File: config.mk
export PLATFORM = sky130hd
export DESIGN_NAME = irq_timer
export DESIGN_NICKNAME = d
export VERILOG_FILES = /design/src/irq_timer_pkg.sv /design/src/irq_timer.sv
export SDC_FILE = /design/constraint.sdc
export NUM_CORES = 1
export LEC_CHECK = 0
export BUFFER_PORTS_ARGS = -buffer_cell sky130_fd_sc_hd__buf_2
export CAP_MARGIN = 20
export CORE_AREA = 3 3 119 133
export CTS_CLUSTER_DIAMETER = 30
export DETAILED_ROUTE_END_ITERATION = 8
export DIE_AREA = 0 0 122 136
export GPL_TIMING_DRIVEN = 0
export PLACE_DENSITY = 0.9
export SETUP_SLACK_MARGIN = 0.15
export SLEW_MARGIN = 20
export SYNTH_ARGS = -nofsm -noshare
export SYNTH_HDL_FRONTEND = slang
export SYNTH_SLANG_ARGS = --single-unit
File: constraint.sdc
create_clock -name i_clk -period 3.45 [get_ports i_clk]
set_clock_uncertainty 0.15 [all_clocks]
set_input_delay 0.1725 -clock i_clk [delete_from_list [all_inputs] [get_ports i_clk]]
set_output_delay 0.1725 -clock i_clk [all_outputs]
set_load 0.05 [all_outputs]
File: src/irq_timer_pkg.sv
/*
 * Constants, enumerations and I/O offsets of the interrupt and tick timer block.
 * Assumes a single system clock and a plain I/O register port carrying byte data.
 */
// How it works
// - Timer input 0, serial ports inputs 3, 4.
// - Shared pci line a drives input 5.
// - Routing registers: line a request 5, others disabled.
// - Two priority orders: 0,3,4,5 or 3,4,5,0.
// - Special mask blocks only the masked level.
// - In-service bit blocks lower priorities otherwise.
// - Auto end clears in-service on second acknowledge.
// - Otherwise specific end command clears in-service.
// - Poll command is not implemented.
// - Fully nested mode is not implemented.
// - Level requests of one clock are captured.
// - Mask gates request register bit by bit.
// - Slave registers only store and read back.
// - System error status bit 7; bit 2 disables.
// - Nmi enable bit 7 blocks; re-enable re-raises.
// - Only counter 0, rate generator, binary.
// - Latch command 1100 freezes count until read.
// - Read-back command is not implemented.
// - Tick high one timer clock at count 1.
// - Timer enable divides system clock by 27/28.
// - Pattern 27/28/28 cycles 0-33, then 27/27/28.
// - Clock address port bits 6:0 held locally.
package irq_timer_pkg;
    localparam int ADDR_W = 12;
    localparam logic [11:0] ADR_MCMD   = 12'h020;
    localparam logic [11:0] ADR_MDATA  = 12'h021;
    localparam logic [11:0] ADR_SCMD   = 12'h0a0;
    localparam logic [11:0] ADR_SDATA  = 12'h0a1;
    localparam logic [11:0] ADR_CNT0   = 12'h040;
    localparam logic [11:0] ADR_TCTL   = 12'h043;
    localparam logic [11:0] ADR_NMISC  = 12'h061;
    localparam logic [11:0] ADR_NMIEN  = 12'h070;
    localparam logic [11:0] ADR_ROUTE_A = 12'h060;
    localparam logic [11:0] ADR_ROUTE_B = 12'h068;
    localparam logic [11:0] ADR_ROUTE_C = 12'h069;
    localparam logic [11:0] ADR_ROUTE_D = 12'h06a;
    localparam logic [7:0] ROUTE_A_VAL   = 8'h05;
    localparam logic [7:0] ROUTE_OFF_VAL = 8'h80;
    localparam int NIRQ = 8;
    localparam logic [2:0] IN_TMR  = 3'h0;
    localparam logic [2:0] IN_SER1 = 3'h3;
    localparam logic [2:0] IN_SER2 = 3'h4;
    localparam logic [2:0] IN_NET  = 3'h5;
    localparam int B_INIT   = 4;
    localparam int B_OCW3   = 3;
    localparam int B_AEOI   = 1;
    localparam int B_SMM    = 5;
    localparam int B_SMMSET = 6;
    localparam int B_NMIST  = 7;
    localparam int B_NMIOFF = 2;
    localparam int B_NMIEN  = 7;
    localparam logic [2:0] EOI_SPEC = 3'h3;
    localparam logic [2:0] ROT_SET  = 3'h6;
    localparam logic [1:0] RW_LATCH = 2'h0;
    localparam logic [1:0] RW_LSB   = 2'h1;
    localparam logic [1:0] RW_MSB   = 2'h2;
    localparam logic [3:0] LATCH_CMD = 4'hc;
    localparam logic [4:0] DIV_A = 5'd27;
    localparam logic [4:0] DIV_B = 5'd28;
    localparam logic [5:0] LAST_CYC = 6'd34;
    localparam logic [7:0] MASK_RST = 8'hff;
    typedef enum logic [3:0] {
        ST_IDLE = 4'b0001, ST_IW2 = 4'b0010, ST_IW3 = 4'b0100, ST_IW4 = 4'b1000
    } init_st_t;
endpackage

File: src/irq_timer.sv
/*
 * Interrupt controller, system error logic and tick timer behind one I/O port.
 * Assumes the processor issues strobes of one cycle and takes read data next cycle.
 */
// Decided for this implementation: the plain strobed port and the register offsets.
`timescale 1ns/100ps
module irq_timer (
    // Clock and reset.
    input  wire logic        i_clk,
    input  wire logic        i_rst,
    // Register port.
    input  wire logic [11:0] i_addr,
    input  wire logic [7:0]  i_wdata,
    input  wire logic        i_wr,
    input  wire logic        i_rd,
    output logic      [7:0]  o_rdata,
    // Interrupt sources and acknowledge.
    input  wire logic        i_ser1_irq,
    input  wire logic        i_ser2_irq,
    input  wire logic        i_pci_irq_a,
    input  wire logic        i_serr,
    input  wire logic        i_inta,
    // Processor outputs.
    output logic             o_intr,
    output logic             o_nmi,
    output logic      [7:0]  o_vector,
    output logic             o_tick
);
    logic [7:0] irr_r, imr_r, isr_r, vbase_r, svbase_r, simr_r, sicw_r;
    logic       aeoi_r, smm_r, alt_r, inta_ph_r, inta_d_r, intr_r, nmi_r;
    logic [2:0] sel_r;
    logic [7:0] rdata_r, vec_r;
    logic [7:0] nmisc_r;
    logic       nmien_r;
    logic [6:0] cmos_r;
    logic       sinit_r;
    logic [1:0] sst_r;
    logic       serr_d_r, en_d_r;
    irq_timer_pkg::init_st_t st_r;
    // Timer state.
    logic [15:0] cnt_r, init_r, latch_r;
    logic [1:0]  rwm_r;
    logic        latched_r, lo_next_r, rlo_next_r, run_r, tick_r;
    logic [7:0]  lsb_r;
    logic [4:0]  div_r;
    logic [1:0]  sub_r;
    logic [5:0]  cyc_r;

    // Request inputs per controller line.
    wire [7:0] raw_irq;
    assign raw_irq = {2'b00, i_pci_irq_a, i_ser2_irq, i_ser1_irq, 2'b00, tick_r};

    // Rank of a line: smaller is higher priority.
    function automatic logic [2:0] rank(input logic [2:0] n, input logic alt);
        case (n)
            3'd0:    rank = alt ? 3'd3 : 3'd0;
            3'd3:    rank = alt ? 3'd0 : 3'd1;
            3'd4:    rank = alt ? 3'd1 : 3'd2;
            3'd5:    rank = alt ? 3'd2 : 3'd3;
            default: rank = 3'd7;
        endcase
    endfunction

    // Best line in a set of bits, with a flag for any.
    function automatic logic [3:0] best(input logic [7:0] v, input logic alt);
        logic [2:0] b;
        logic       f;
        b = 3'd0;
        f = 1'b0;
        for (int i = 0; i < irq_timer_pkg::NIRQ; i++) begin
            if (v[i] && (!f || rank(3'(i), alt) < rank(b, alt))) begin
                b = 3'(i);
                f = 1'b1;
            end
        end
        best = {f, b};
    endfunction

    // Candidate selection with masking and in-service blocking.
    wire [7:0] pend  = irr_r & ~imr_r;
    wire [7:0] isr_v = smm_r ? (isr_r & ~imr_r) : isr_r;
    wire [3:0] req_b = best(pend & ~isr_r, alt_r);
    wire [3:0] isr_b = best(isr_v, alt_r);
    wire       grant = req_b[3] && (smm_r || !isr_b[3] ||
                       rank(req_b[2:0], alt_r) < rank(isr_b[2:0], alt_r));

    // Write decoding.
    wire w_mcmd  = i_wr && i_addr == irq_timer_pkg::ADR_MCMD;
    wire w_mdata = i_wr && i_addr == irq_timer_pkg::ADR_MDATA;
    wire w_scmd  = i_wr && i_addr == irq_timer_pkg::ADR_SCMD;
    wire w_sdata = i_wr && i_addr == irq_timer_pkg::ADR_SDATA;
    wire w_tctl  = i_wr && i_addr == irq_timer_pkg::ADR_TCTL;
    wire w_cnt   = i_wr && i_addr == irq_timer_pkg::ADR_CNT0;
    wire r_cnt   = i_rd && i_addr == irq_timer_pkg::ADR_CNT0;
    wire icw1    = w_mcmd && i_wdata[irq_timer_pkg::B_INIT];
    wire ocw2    = w_mcmd && !i_wdata[irq_timer_pkg::B_INIT] && !i_wdata[irq_timer_pkg::B_OCW3];
    wire ocw3    = w_mcmd && !i_wdata[irq_timer_pkg::B_INIT] && i_wdata[irq_timer_pkg::B_OCW3];
    wire spec_eoi = ocw2 && i_wdata[7:5] == irq_timer_pkg::EOI_SPEC;
    wire inta_rise = i_inta && !inta_d_r;
    wire ack1 = inta_rise && !inta_ph_r;
    wire ack2 = inta_rise && inta_ph_r;
    // Each acknowledge set with latched line.
    wire [7:0] sel_bit = 8'h01 << sel_r;
    wire [7:0] eoi_bit = 8'h01 << i_wdata[2:0];

    // Request register: set wins over acknowledge clear.
    always_ff @(posedge i_clk) begin
        if (i_rst) irr_r <= '0;
        else irr_r <= (irr_r & ~(ack1 ? sel_bit : 8'h00)) | raw_irq;
    end

    // In-service register; a new acknowledge wins over a clear in the same cycle.
    always_ff @(posedge i_clk) begin
        if (i_rst || icw1) begin
            isr_r <= '0;
        end else begin
            isr_r <= (isr_r
                   & ~((ack2 && aeoi_r) ? sel_bit : 8'h00)
                   & ~(spec_eoi ? eoi_bit : 8'h00))
                   | (ack1 ? sel_bit : 8'h00);
        end
    end

    // Acknowledge sequencing; poll and fully nested mode are not provided.
    always_ff @(posedge i_clk) begin
        if (i_rst) begin
            inta_d_r  <= 1'b0;
            inta_ph_r <= 1'b0;
            sel_r     <= '0;
            intr_r    <= 1'b0;
            vec_r     <= '0;
        end else begin
            inta_d_r <= i_inta;
            if (inta_rise) inta_ph_r <= !inta_ph_r;
            if (!inta_ph_r && !inta_rise) sel_r <= req_b[2:0];
            if (ack2) vec_r <= vbase_r | {5'h00, sel_r};
            intr_r <= grant && !inta_ph_r && !ack1 && st_r == irq_timer_pkg::ST_IDLE;
        end
    end

    // Initialization words and operation commands; slave copies only store.
    always_ff @(posedge i_clk) begin
        if (i_rst) begin
            st_r <= irq_timer_pkg::ST_IDLE;
            imr_r <= irq_timer_pkg::MASK_RST;
            vbase_r <= '0;
            aeoi_r <= 1'b0;
            smm_r <= 1'b0;
            alt_r <= 1'b0;
            sicw_r <= '0;
            svbase_r <= '0;
            simr_r <= irq_timer_pkg::MASK_RST;
            sinit_r <= 1'b0;
            sst_r <= '0;
        end else begin
            if (icw1) begin
                st_r <= irq_timer_pkg::ST_IW2;
                imr_r <= '0;
                smm_r <= 1'b0;
            end else if (w_mdata) begin
                case (st_r)
                    irq_timer_pkg::ST_IW2: begin
                        vbase_r <= {i_wdata[7:3], 3'b000};
                        st_r <= irq_timer_pkg::ST_IW3;
                    end
                    irq_timer_pkg::ST_IW3: st_r <= irq_timer_pkg::ST_IW4;
                    irq_timer_pkg::ST_IW4: begin
                        aeoi_r <= i_wdata[irq_timer_pkg::B_AEOI];
                        st_r <= irq_timer_pkg::ST_IDLE;
                    end
                    default: imr_r <= i_wdata;
                endcase
            end
            if (ocw3 && i_wdata[irq_timer_pkg::B_SMMSET])
                smm_r <= i_wdata[irq_timer_pkg::B_SMM];
            if (ocw2 && i_wdata[7:5] == irq_timer_pkg::ROT_SET)
                alt_r <= i_wdata[2:0] != 3'd7;
            if (w_scmd && i_wdata[irq_timer_pkg::B_INIT]) begin
                sicw_r <= i_wdata;
                sinit_r <= 1'b1;
                sst_r <= 2'd0;
            end
            if (w_sdata) begin
                if (sinit_r && sst_r == 2'd0) svbase_r <= i_wdata;
                else if (!sinit_r) simr_r <= i_wdata;
                if (sinit_r) sst_r <= sst_r + 2'd1;
                if (sinit_r && sst_r == 2'd2) sinit_r <= 1'b0;
            end
        end
    end

    // System error and nmi; clock address writes stay local.
    always_ff @(posedge i_clk) begin
        if (i_rst) begin
            nmisc_r <= '0;
            nmien_r <= 1'b1;
            cmos_r <= '0;
            nmi_r <= 1'b0;
            serr_d_r <= 1'b0;
            en_d_r <= 1'b0;
        end else begin
            if (i_wr && i_addr == irq_timer_pkg::ADR_NMISC) nmisc_r <= i_wdata;
            if (i_wr && i_addr == irq_timer_pkg::ADR_NMIEN) begin
                nmien_r <= !i_wdata[irq_timer_pkg::B_NMIEN];
                cmos_r <= i_wdata[6:0];
            end
            serr_d_r <= i_serr && !nmisc_r[irq_timer_pkg::B_NMIOFF];
            en_d_r <= nmien_r;
            // A new edge appears when enabled with the source still pending.
            nmi_r <= i_serr && !nmisc_r[irq_timer_pkg::B_NMIOFF] && nmien_r
                     && !(serr_d_r && en_d_r);
        end
    end

    // Timer clock enable: 27/28/28 repeating, 27/27/28 in cycle 34.
    wire [4:0] div_len = (sub_r == 2'd0 || (sub_r == 2'd1 && cyc_r == irq_timer_pkg::LAST_CYC))
                         ? irq_timer_pkg::DIV_A : irq_timer_pkg::DIV_B;
    wire tclk_en = div_r == div_len - 5'd1;
    always_ff @(posedge i_clk) begin
        if (i_rst) begin
            div_r <= '0;
            sub_r <= '0;
            cyc_r <= '0;
        end else if (tclk_en) begin
            div_r <= '0;
            sub_r <= (sub_r == 2'd2) ? 2'd0 : sub_r + 2'd1;
            if (sub_r == 2'd2)
                cyc_r <= (cyc_r == irq_timer_pkg::LAST_CYC) ? 6'd0 : cyc_r + 6'd1;
        end else begin
            div_r <= div_r + 5'd1;
        end
    end

    // Counter 0 in binary rate-generator mode; read-back is not provided.
    wire latch_cmd = w_tctl && i_wdata[7:4] == irq_timer_pkg::LATCH_CMD;
    // Only counter 0 takes a mode word; read-back and other counters fall through.
    wire mode_cmd  = w_tctl && i_wdata[7:6] == 2'b00 && !latch_cmd
                     && i_wdata[5:4] != irq_timer_pkg::RW_LATCH;
    wire [15:0] init_nxt = (rwm_r == irq_timer_pkg::RW_LSB) ? {8'h00, i_wdata} :
                           (rwm_r == irq_timer_pkg::RW_MSB) ? {i_wdata, 8'h00} : {i_wdata, lsb_r};
    wire load_done = w_cnt && (rwm_r != 2'd3 || !lo_next_r);
    wire [15:0] rd_cnt = latched_r ? latch_r : cnt_r;
    wire rd_last = rwm_r != 2'd3 || !rlo_next_r;
    always_ff @(posedge i_clk) begin
        if (i_rst) begin
            cnt_r <= '0; init_r <= '0; latch_r <= '0; rwm_r <= 2'd3;
            latched_r <= 1'b0; lo_next_r <= 1'b1; rlo_next_r <= 1'b1;
            run_r <= 1'b0; tick_r <= 1'b0; lsb_r <= '0;
        end else begin
            if (mode_cmd) begin
                rwm_r <= i_wdata[5:4];
                run_r <= 1'b0;
                lo_next_r <= 1'b1;
                rlo_next_r <= 1'b1;
                latched_r <= 1'b0;
            end
            if (w_cnt) begin
                lsb_r <= i_wdata;
                if (rwm_r == 2'd3) lo_next_r <= !lo_next_r;
            end
            if (load_done) begin
                init_r <= init_nxt;
                cnt_r <= init_nxt;
                run_r <= 1'b1;
            end else if (run_r && tclk_en) begin
                tick_r <= cnt_r == 16'h0002;
                cnt_r <= (cnt_r == 16'h0001) ? init_r : cnt_r - 16'h0001;
            end
            if (latch_cmd && !latched_r) begin
                latch_r <= cnt_r;
                latched_r <= 1'b1;
            end else if (r_cnt) begin
                if (rwm_r == 2'd3) rlo_next_r <= !rlo_next_r;
                if (rd_last) latched_r <= 1'b0;
            end
        end
    end

    // Read multiplexer, fixed routing values included.
    wire [7:0] rd_mux =
        (i_addr == irq_timer_pkg::ADR_MCMD)    ? irr_r :
        (i_addr == irq_timer_pkg::ADR_MDATA)   ? imr_r :
        (i_addr == irq_timer_pkg::ADR_SCMD)    ? sicw_r :
        (i_addr == irq_timer_pkg::ADR_SDATA)   ? (sinit_r ? svbase_r : simr_r) :
        (i_addr == irq_timer_pkg::ADR_CNT0)    ?
            ((rwm_r == irq_timer_pkg::RW_MSB || (rwm_r == 2'd3 && !rlo_next_r))
             ? rd_cnt[15:8] : rd_cnt[7:0]) :
        (i_addr == irq_timer_pkg::ADR_NMISC)   ?
            {i_serr, nmisc_r[6:0]} :
        (i_addr == irq_timer_pkg::ADR_NMIEN)   ? {!nmien_r, cmos_r} :
        (i_addr == irq_timer_pkg::ADR_ROUTE_A) ? irq_timer_pkg::ROUTE_A_VAL :
        (i_addr == irq_timer_pkg::ADR_ROUTE_B || i_addr == irq_timer_pkg::ADR_ROUTE_C ||
         i_addr == irq_timer_pkg::ADR_ROUTE_D) ? irq_timer_pkg::ROUTE_OFF_VAL : 8'h00;
    always_ff @(posedge i_clk) begin
        if (i_rst) rdata_r <= '0;
        else rdata_r <= i_rd ? rd_mux : 8'h00;
    end

    // Outputs come straight from flip-flops.
    assign o_rdata  = rdata_r;
    assign o_intr   = intr_r;
    assign o_nmi    = nmi_r;
    assign o_vector = vec_r;
    assign o_tick   = tick_r;

    // Checks next to the logic they guard.
    property p_irq_cap;
        @(posedge i_clk) disable iff (i_rst) i_ser1_irq |=> irr_r[3];
    endproperty
    a_irq_cap: assert property (p_irq_cap) else $error("serial request lost");
    property p_mask;
        @(posedge i_clk) disable iff (i_rst) (imr_r == irq_timer_pkg::MASK_RST) |=> !o_intr;
    endproperty
    a_mask: assert property (p_mask) else $error("interrupt with all lines masked");
    property p_intr_release;
        @(posedge i_clk) disable iff (i_rst) ack1 |=> !o_intr;
    endproperty
    a_intr_release: assert property (p_intr_release) else $error("intr held after ack");
    property p_aeoi;
        @(posedge i_clk) disable iff (i_rst) (ack2 && aeoi_r && !ack1) |=> !isr_r[$past(sel_r)];
    endproperty
    a_aeoi: assert property (p_aeoi) else $error("auto end failed");
    property p_eoi;
        @(posedge i_clk) disable iff (i_rst) (spec_eoi && !ack1) |=> !isr_r[$past(i_wdata[2:0])];
    endproperty
    a_eoi: assert property (p_eoi) else $error("specific end failed");
    property p_nmi_block;
        @(posedge i_clk) disable iff (i_rst) !nmien_r |=> !o_nmi;
    endproperty
    a_nmi_block: assert property (p_nmi_block) else $error("nmi while disabled");
    property p_tick_one;
        @(posedge i_clk) disable iff (i_rst) $rose(o_tick) |=> o_tick [*2];
    endproperty
    a_tick_one: assert property (p_tick_one) else $error("tick too short");
    property p_div;
        @(posedge i_clk) disable iff (i_rst) tclk_en |=> !tclk_en [*8];
    endproperty
    a_div: assert property (p_div) else $error("enable spacing wrong");
    property p_route;
        @(posedge i_clk) disable iff (i_rst)
            (i_rd && i_addr == irq_timer_pkg::ADR_ROUTE_A) |=> o_rdata == irq_timer_pkg::ROUTE_A_VAL;
    endproperty
    a_route: assert property (p_route) else $error("routing value wrong");
    c_ack: cover property (@(posedge i_clk) disable iff (i_rst) ack1 ##[1:20] ack2);
    c_tick: cover property (@(posedge i_clk) disable iff (i_rst) $rose(o_tick));
    c_nmi: cover property (@(posedge i_clk) disable iff (i_rst) $rose(o_nmi));
endmodule

# --- Word-level counts from Yosys, hierarchy flattened ---
# Index checks and enable logic that the tools add are counted.
classes:
  addsub: 6
  magnitude_cmp: 14
  n_eq_ne: 74
  n_shift: 2
  muxes: 99
  bitwise_logic: 19
  reduce_logical: 144
op_table:
  columns: ["op", "n"]
  rows:
  - ["case mux 3 bit (4 select lines)", 14]
  - ["two-way mux 8 bit", 19]
  - ["equality test 12 x 7 -> 1 bit, second input constant", 8]
  - ["equality test 3 bit, second input constant", 27]
  - ["two-way mux 16 bit", 5]
  - ["logical AND 1 bit", 55]
  - ["bitwise AND 8 bit", 6]
  - ["equality test 3 x 2 -> 1 bit, second input constant", 14]
  - ["logical NOT 3 bit", 14]
  - ["inverter 8 bit", 5]
  - ["two-way mux 1 bit", 38]
  - ["two-way mux 3 bit", 12]
  - ["logical NOT 1 bit", 29]
  - ["equality test 12 x 6 -> 1 bit, second input constant", 2]
  - ["equality test 12 x 8 -> 1 bit, second input constant", 2]
  - ["logical OR 1 bit", 23]
  - ["less-than comparator 3 bit", 7]
  - ["less-than comparator 3 bit, first input constant", 7]
  - ["two-way mux 2 bit", 9]
  - ["equality test 16 x 1 -> 1 bit, second input constant", 1]
  - ["equality test 16 x 2 -> 1 bit, second input constant", 1]
  - ["<< shifter 1 x 3 -> 8 bit, first input constant", 2]
  - ["subtractor 16 x 1 -> 16 bit, second input constant", 1]
  - ["case mux 4 bit (3 select lines)", 1]
  - ["other kinds (30)", 56]
word_totals:
  ff_bits: 179
  in_bits: 29
  output_inout_bits: 19
  word_cells: 397

# --- Depth between registers and ports, before layout ---
logic_depth:
  ltp_word: 52
  mapped_depth: 11
  mapped_depth_nobuf: 11

# --- Worst setup path before layout ---
# OpenSTA, ideal clock, no wires.
synth_path:
  path_type: "register -> register"
  start: "register imr_r[0]"
  end: "register intr_r (netlist: o_intr)"
  setup_time_ps: 86
  t_arrival_ps: 2448
  required_time_ps: 3214
  setup_slack_ps: 767
  stages_incl_launch_ff: 12
  n_path_buf: 0
  period_less_slack_ps: 2683
  path_cell_list: "dfxtp_1 > nor4b_1 > nor2_1 > o22ai_1 > nand2b_1 > nor4bb_1 > nor3_1 > ha_1 > nand2_1 > o21a_1 > o31ai_1 > a211oi_1"
synth_between:
  elab_chain_cells: 52
  word_cells_on_any_way: 167
  cone_classes: "13 x order compare; 42 x eq/ne; 45 x mux; 4 x bitwise; 63 x reduce/logical"
synth_lines:
  columns: ["item", "line_no", "rtl"]
  rows:
  - ["start: declaration", "irq_timer.sv:29", "logic [7:0] irr_r, imr_r, isr_r, vbase_r, svbase_r, simr_r, sicw_r;"]
  - ["start signal: assignment", "irq_timer.sv:145", "imr_r <= irq_timer_pkg::MASK_RST;"]
  - ["start signal: assignment", "irq_timer.sv:171", "default: imr_r <= i_wdata;"]
  - ["inverter 8 bit (*)", "irq_timer.sv:80, irq_timer.sv:81", null]
  - ["bitwise AND 8 bit, on equally long branches", "irq_timer.sv:80, irq_timer.sv:81", null]
  - ["bitwise AND 8 bit or two-way mux 8 bit (tied branches)", "irq_timer.sv:82, irq_timer.sv:81", null]
  - ["two-way mux 1 bit", "irq_timer.sv:71", "if (v[i] && (!f || rank(3'(i), alt) < rank(b, alt))) begin"]
  - ["logical NOT 1 bit", "irq_timer.sv:71", null]
  - ["logical OR 1 bit", "irq_timer.sv:71", null]
  - ["logical AND 1 bit", "irq_timer.sv:71", null]
  - ["two-way mux 1 bit", "irq_timer.sv:71", null]
  - ["[34 not listed]", null, null]
  - ["logical AND 1 bit", "irq_timer.sv:71", null]
  - ["two-way mux 3 bit", "irq_timer.sv:71", null]
  - ["equality test 3 bit (tied with other cells)", "irq_timer.sv:55", "case (n)"]
  - ["case mux 3 bit (4 select lines)", "irq_timer.sv:55", null]
  - ["less-than comparator 3 bit", "irq_timer.sv:85", "rank(req_b[2:0], alt_r) < rank(isr_b[2:0], alt_r));"]
  - ["logical OR 1 bit", "irq_timer.sv:84", "wire grant = req_b[3] && (smm_r || !isr_b[3] ||"]
  - ["logical AND 1 bit (*)", "irq_timer.sv:84", null]
  - ["logical AND 1 bit (*) (3 in a row)", "irq_timer.sv:137", "intr_r <= grant && !inta_ph_r && !ack1 && st_r == irq_timer_pkg::ST_IDLE;"]
  - ["end signal: assignment", "irq_timer.sv:137", null]
  - ["end: declaration", "irq_timer.sv:30", "logic aeoi_r, smm_r, alt_r, inta_ph_r, inta_d_r, intr_r, nmi_r;"]
# Every way passes the cells marked *; elsewhere a longest branch is shown, timed or not.
# A chain may end at the register's enable or synchronous reset.

# --- Worst setup path after layout ---
layout_path:
  start: "register irr_r[5]"
  end: "register intr_r (netlist: o_intr)"
layout_between:
  elab_chain_cells: 24
  word_cells_on_any_way: 38
  cone_classes: "3 x order compare; 9 x eq/ne; 9 x mux; 2 x bitwise; 15 x reduce/logical"
layout_lines:
  columns: ["item", "line_no", "rtl"]
  rows:
  - ["start: declaration", "irq_timer.sv:29", null]
  - ["start signal: assignment", "irq_timer.sv:109", "else irr_r <= (irr_r & ~(ack1 ? sel_bit : 8'h00)) | raw_irq;"]
  - ["bitwise AND 8 bit (*)", "irq_timer.sv:80", "wire [7:0] pend = irr_r & ~imr_r;"]
  - ["bitwise AND 8 bit (*)", "irq_timer.sv:82", "wire [3:0] req_b = best(pend & ~isr_r, alt_r);"]
  - ["logical AND 1 bit (*)", "irq_timer.sv:71", null]
  - ["two-way mux 3 bit", "irq_timer.sv:71", null]
  - ["equality test 3 bit (tied with other cells)", "irq_timer.sv:55", null]
  - ["case mux 3 bit (4 select lines)", "irq_timer.sv:55", null]
  - ["less-than comparator 3 bit", "irq_timer.sv:71", null]
  - ["logical OR 1 bit", "irq_timer.sv:71", null]
  - ["[6 not listed]", null, null]
  - ["logical AND 1 bit", "irq_timer.sv:71", null]
  - ["two-way mux 3 bit", "irq_timer.sv:71", null]
  - ["equality test 3 bit (tied with other cells)", "irq_timer.sv:55", null]
  - ["case mux 3 bit (4 select lines)", "irq_timer.sv:55", null]
  - ["less-than comparator 3 bit", "irq_timer.sv:85", null]
  - ["logical OR 1 bit", "irq_timer.sv:84", null]
  - ["logical AND 1 bit (*)", "irq_timer.sv:84", null]
  - ["logical AND 1 bit (*) (3 in a row)", "irq_timer.sv:137", null]
# Marked as above.

==> impl_metrics.yaml <==
run_status:
  status: "finished, final reports clean"
yosys:
  synth_edf_count: 0
  syn-cell-area_sq_um: 8850
  postSynth.topFlopCell: "dfxtp_1"
  synth-seq-cells: 179
  avgSynthCellArea_sq_um: 8.156
  ys_warn_count: 0
  yosysUniqueCellTypes: 71
  synthesis.nets: 1124
  ys_seq_area_frac: 0.4049
  syn_inst: 1085
  async_reset_ff_frac: 0
clock_network:
  cts_tree: "yes"
  clk_pin_slew_worst_paths_ns: 0.07
  clock_latency_ns: 0.44
  clock_path_buffers: 2
  clock_sink_count: 179
  cts_buffers: 17
  cts_max_level: 4
  postCtsSetupBuffers: 0
  cts_root_buffer: "clkbuf_16"
pwr:
  p_int_mw: 3.095
  p_comb_frac: 0.053
  power_mw: 4.186
  power.density_nw_per_um2: 420.7
  switchingPower_mw: 1.092
  switching_share: 0.2607
  power_frac_seq: 0.499
  ir_worst_vdd_mv: 0.3027
  leakage_nw: 3.642
  pwr-share-clk: 0.448
setup_path:
  cp_max_fo: 5
  cpMostUsedCell: "nor2_1"
  cp.required_ns: 3.60
  crit_path_top_delay_cell: "nor3b_1"
  critPathCaptureType: "flop"
  rr_worst_depth: 11
  cpPeakStageDelay_ns: 0.52
  crit_chain: "nor3b_1 > nor2_1 > o41ai_1 > nand2b_1 > inv_1 > nor2_1 > ha_1 > nor2_1 > a311oi_1 > o2111a_1 > a211oi_1"
  start_kind: "flop"
  critical_path_class: "reg2reg"
  r2r_slack_ns: 0.41
  cp.arrival_ns: 3.19
grt:
  grt_max_degree: 19
  antenna_found_initial: 0
  grt_pass1_vias: 7919
  grt_use_total: 0.3223
  grt_pass1_wl_microns: 41530
  grt.overflow.total: 0
cells_and_area:
  syn_to_final_growth_pct: 12.43
  final_util: 0.6887
  final-seq-area_sq_um: 3583
  final_nets: 1194
  reg_top3: "cnt_r: 16 flops, init_r: 16 flops, latch_r: 16 flops"
  fillers: 1174
  diodes: 0
  final_cell_mix: "dfxtp_1, nand2_1, nor2_1"
  multi_input_area_sq_um: 4900
  drive_gt1_frac: 0.1010
  layout.cells.most_common: "dfxtp_1"
timing:
  setup_violations: 0
  fin_crit_ns: 3.039
  finalMaxSlewViolations: 0
  finalSetupTns_ns: 0
  layout_setup_ws_ns: 0.4108
  hold_viol_final: 0
  slew_headroom: 0.3928
  fmax_mhz: 329.0
  worstMarginPinSlew_ns: 0.9033
  rsz0062_at_grt: "false"
  whs_ns: 0.04160
  finalCritPeriodShare: 0.8809
routing:
  wl_microns: 26470
  detail_route.drc_violations: 0
  first_pass_iters: 6
  top_layer: "met4"
  vias: 8649
  drt_iter0_drc: 954
  wl_met3_microns: 2343
  wl_met2_microns: 12420
  drt-vias-per-instance: 6.360
  wl_per_cell_microns: 19.46
  wl_met1_microns: 10450
  antenna_left: 0
min_path:
  holdCritPathClass: "in2reg"
  whs_path_depth: 4
place:
  post-place-ws_ns: 0.3227
  hpwlAfterDp_microns: 19150
  port_buffers: 44
  gp_congestion: 0.9924
die:
  dieArea_sq_um: 16590
  die_h_microns: 136
  ios: 48
  core_sq_um: 14450
  fp-row-count: 46
  initial_core_util: 0.6126
  die_w_microns: 122
run:
  drv_cap: 0
## kinds of logic after synthesis
family / after synthesis / share of synthesized area
compound gates: 265 / 0.1909
xor+xnor: 16 / 0.01583
fa+ha+maj: 10 / 0.01414
buf+inv: 93 / 0.04213
flops: 179 / 0.4049
mux: 52 / 0.07097
simple gates: 470 / 0.2611
## critical path, delay by kind of cell (launching register included)
family / cells / cell delay [ns]
adders and majority gates: 1 / 0.17
buffers and inverters: 1 / 0.06
AOI/OAI and AO/OA: 4 / 1.09
DFF: 1 / 0.41
and+or+nand+nor: 5 / 1.03
## stage by stage
| step | instances | instance area (sq um) |
|---|---|---|
| floorplan | 1085 | 8850 |
| global placement | 1321 | 9310 |
| detailed placement | 1321 | 9310 |
| CTS | 1360 | 9943 |
| global route | 1360 | 9950 |
| finish | 1360 | 9950 |
## cell usage after synthesis (4+ instances only)
cell type / number / share of area
a211oi_1: 6 / 0.0051
a21boi_0: 4 / 0.0034
a21o_1: 8 / 0.0068
a21oi_1: 105 / 0.059
a221oi_1: 4 / 0.0040
a22oi_1: 23 / 0.020
a31oi_1: 15 / 0.011
and3_1: 9 / 0.0064
buf_1: 8 / 0.0034
buf_2: 4 / 0.0023
clkbuf_1: 55 / 0.023
dfxtp_1: 179 / 0.40
ha_1: 10 / 0.014
inv_1: 23 / 0.0098
mux2_2: 6 / 0.0076
mux2i_1: 38 / 0.043
mux4_2: 8 / 0.020
nand2_1: 160 / 0.068
nand2b_1: 16 / 0.011
nand3_1: 49 / 0.028
nand4_1: 12 / 0.0085
nand4b_1: 6 / 0.0059
nor2_1: 117 / 0.050
nor2b_1: 9 / 0.0064
nor3_1: 18 / 0.010
nor3b_1: 11 / 0.0093
nor4_1: 13 / 0.0092
nor4b_1: 6 / 0.0059
o211ai_1: 14 / 0.012
o21a_1: 11 / 0.0093
o21ai_0: 33 / 0.019
o22ai_1: 4 / 0.0028
o311a_1: 4 / 0.0045
o31a_1: 4 / 0.0040
or2_2: 4 / 0.0028
or3_1: 7 / 0.0049
or3b_2: 7 / 0.0069
or4_1: 9 / 0.0076
xnor2_1: 10 / 0.0099
xor2_1: 6 / 0.0059
## power by group through the flow
stage          clock [mW]  combinational, mW  sequential, mW
6_report             1.87              0.222            2.09
5_1_grt              1.95              0.236            2.09
4_1_cts              1.88              0.215            2.09
3_5_place_dp            0              0.208            2.14
3_3_place_gp            0              0.204            2.14
2_1_floorplan           0              0.119            2.14
## path summary, 6_finish.rpt
kind                                     to        start
worst max-delay path                 o_intr     irr_r[5]
worst min register to register  o_vector[3]  o_vector[3]
worst min-delay path               isr_r[2]   i_wdata[1]
worst max register to register       o_intr     irr_r[5]
## area by class of cell
class / count / area share
Clock inverter: 15 / 0.01383
Clock buffer: 17 / 0.04276
Tap cell: 192 / 0.02414
Inverter: 23 / 0.008677
Multi-Input combinational cell: 813 / 0.4925
Sequential cell: 179 / 0.3602
Timing Repair Buffer: 51 / 0.02918
Buffer: 70 / 0.02880
## layer usage
layer	global-route usage	vias to the layer above
met4	0.1681	0
met3	0.05576	90
met1	0.4088	4034
met2	0.5258	489
met5	0	-
li1	-	4036
## what timing repair did
item / 4_1_cts / 5_1_grt
gates resized for setup: 0 / 1
hold buffers: 7 / 0
hold endpoints to repair: 9 / 0
endpoints found under the setup margin: 0 / 1
Note: power is estimated with default switching activity, not from simulation.
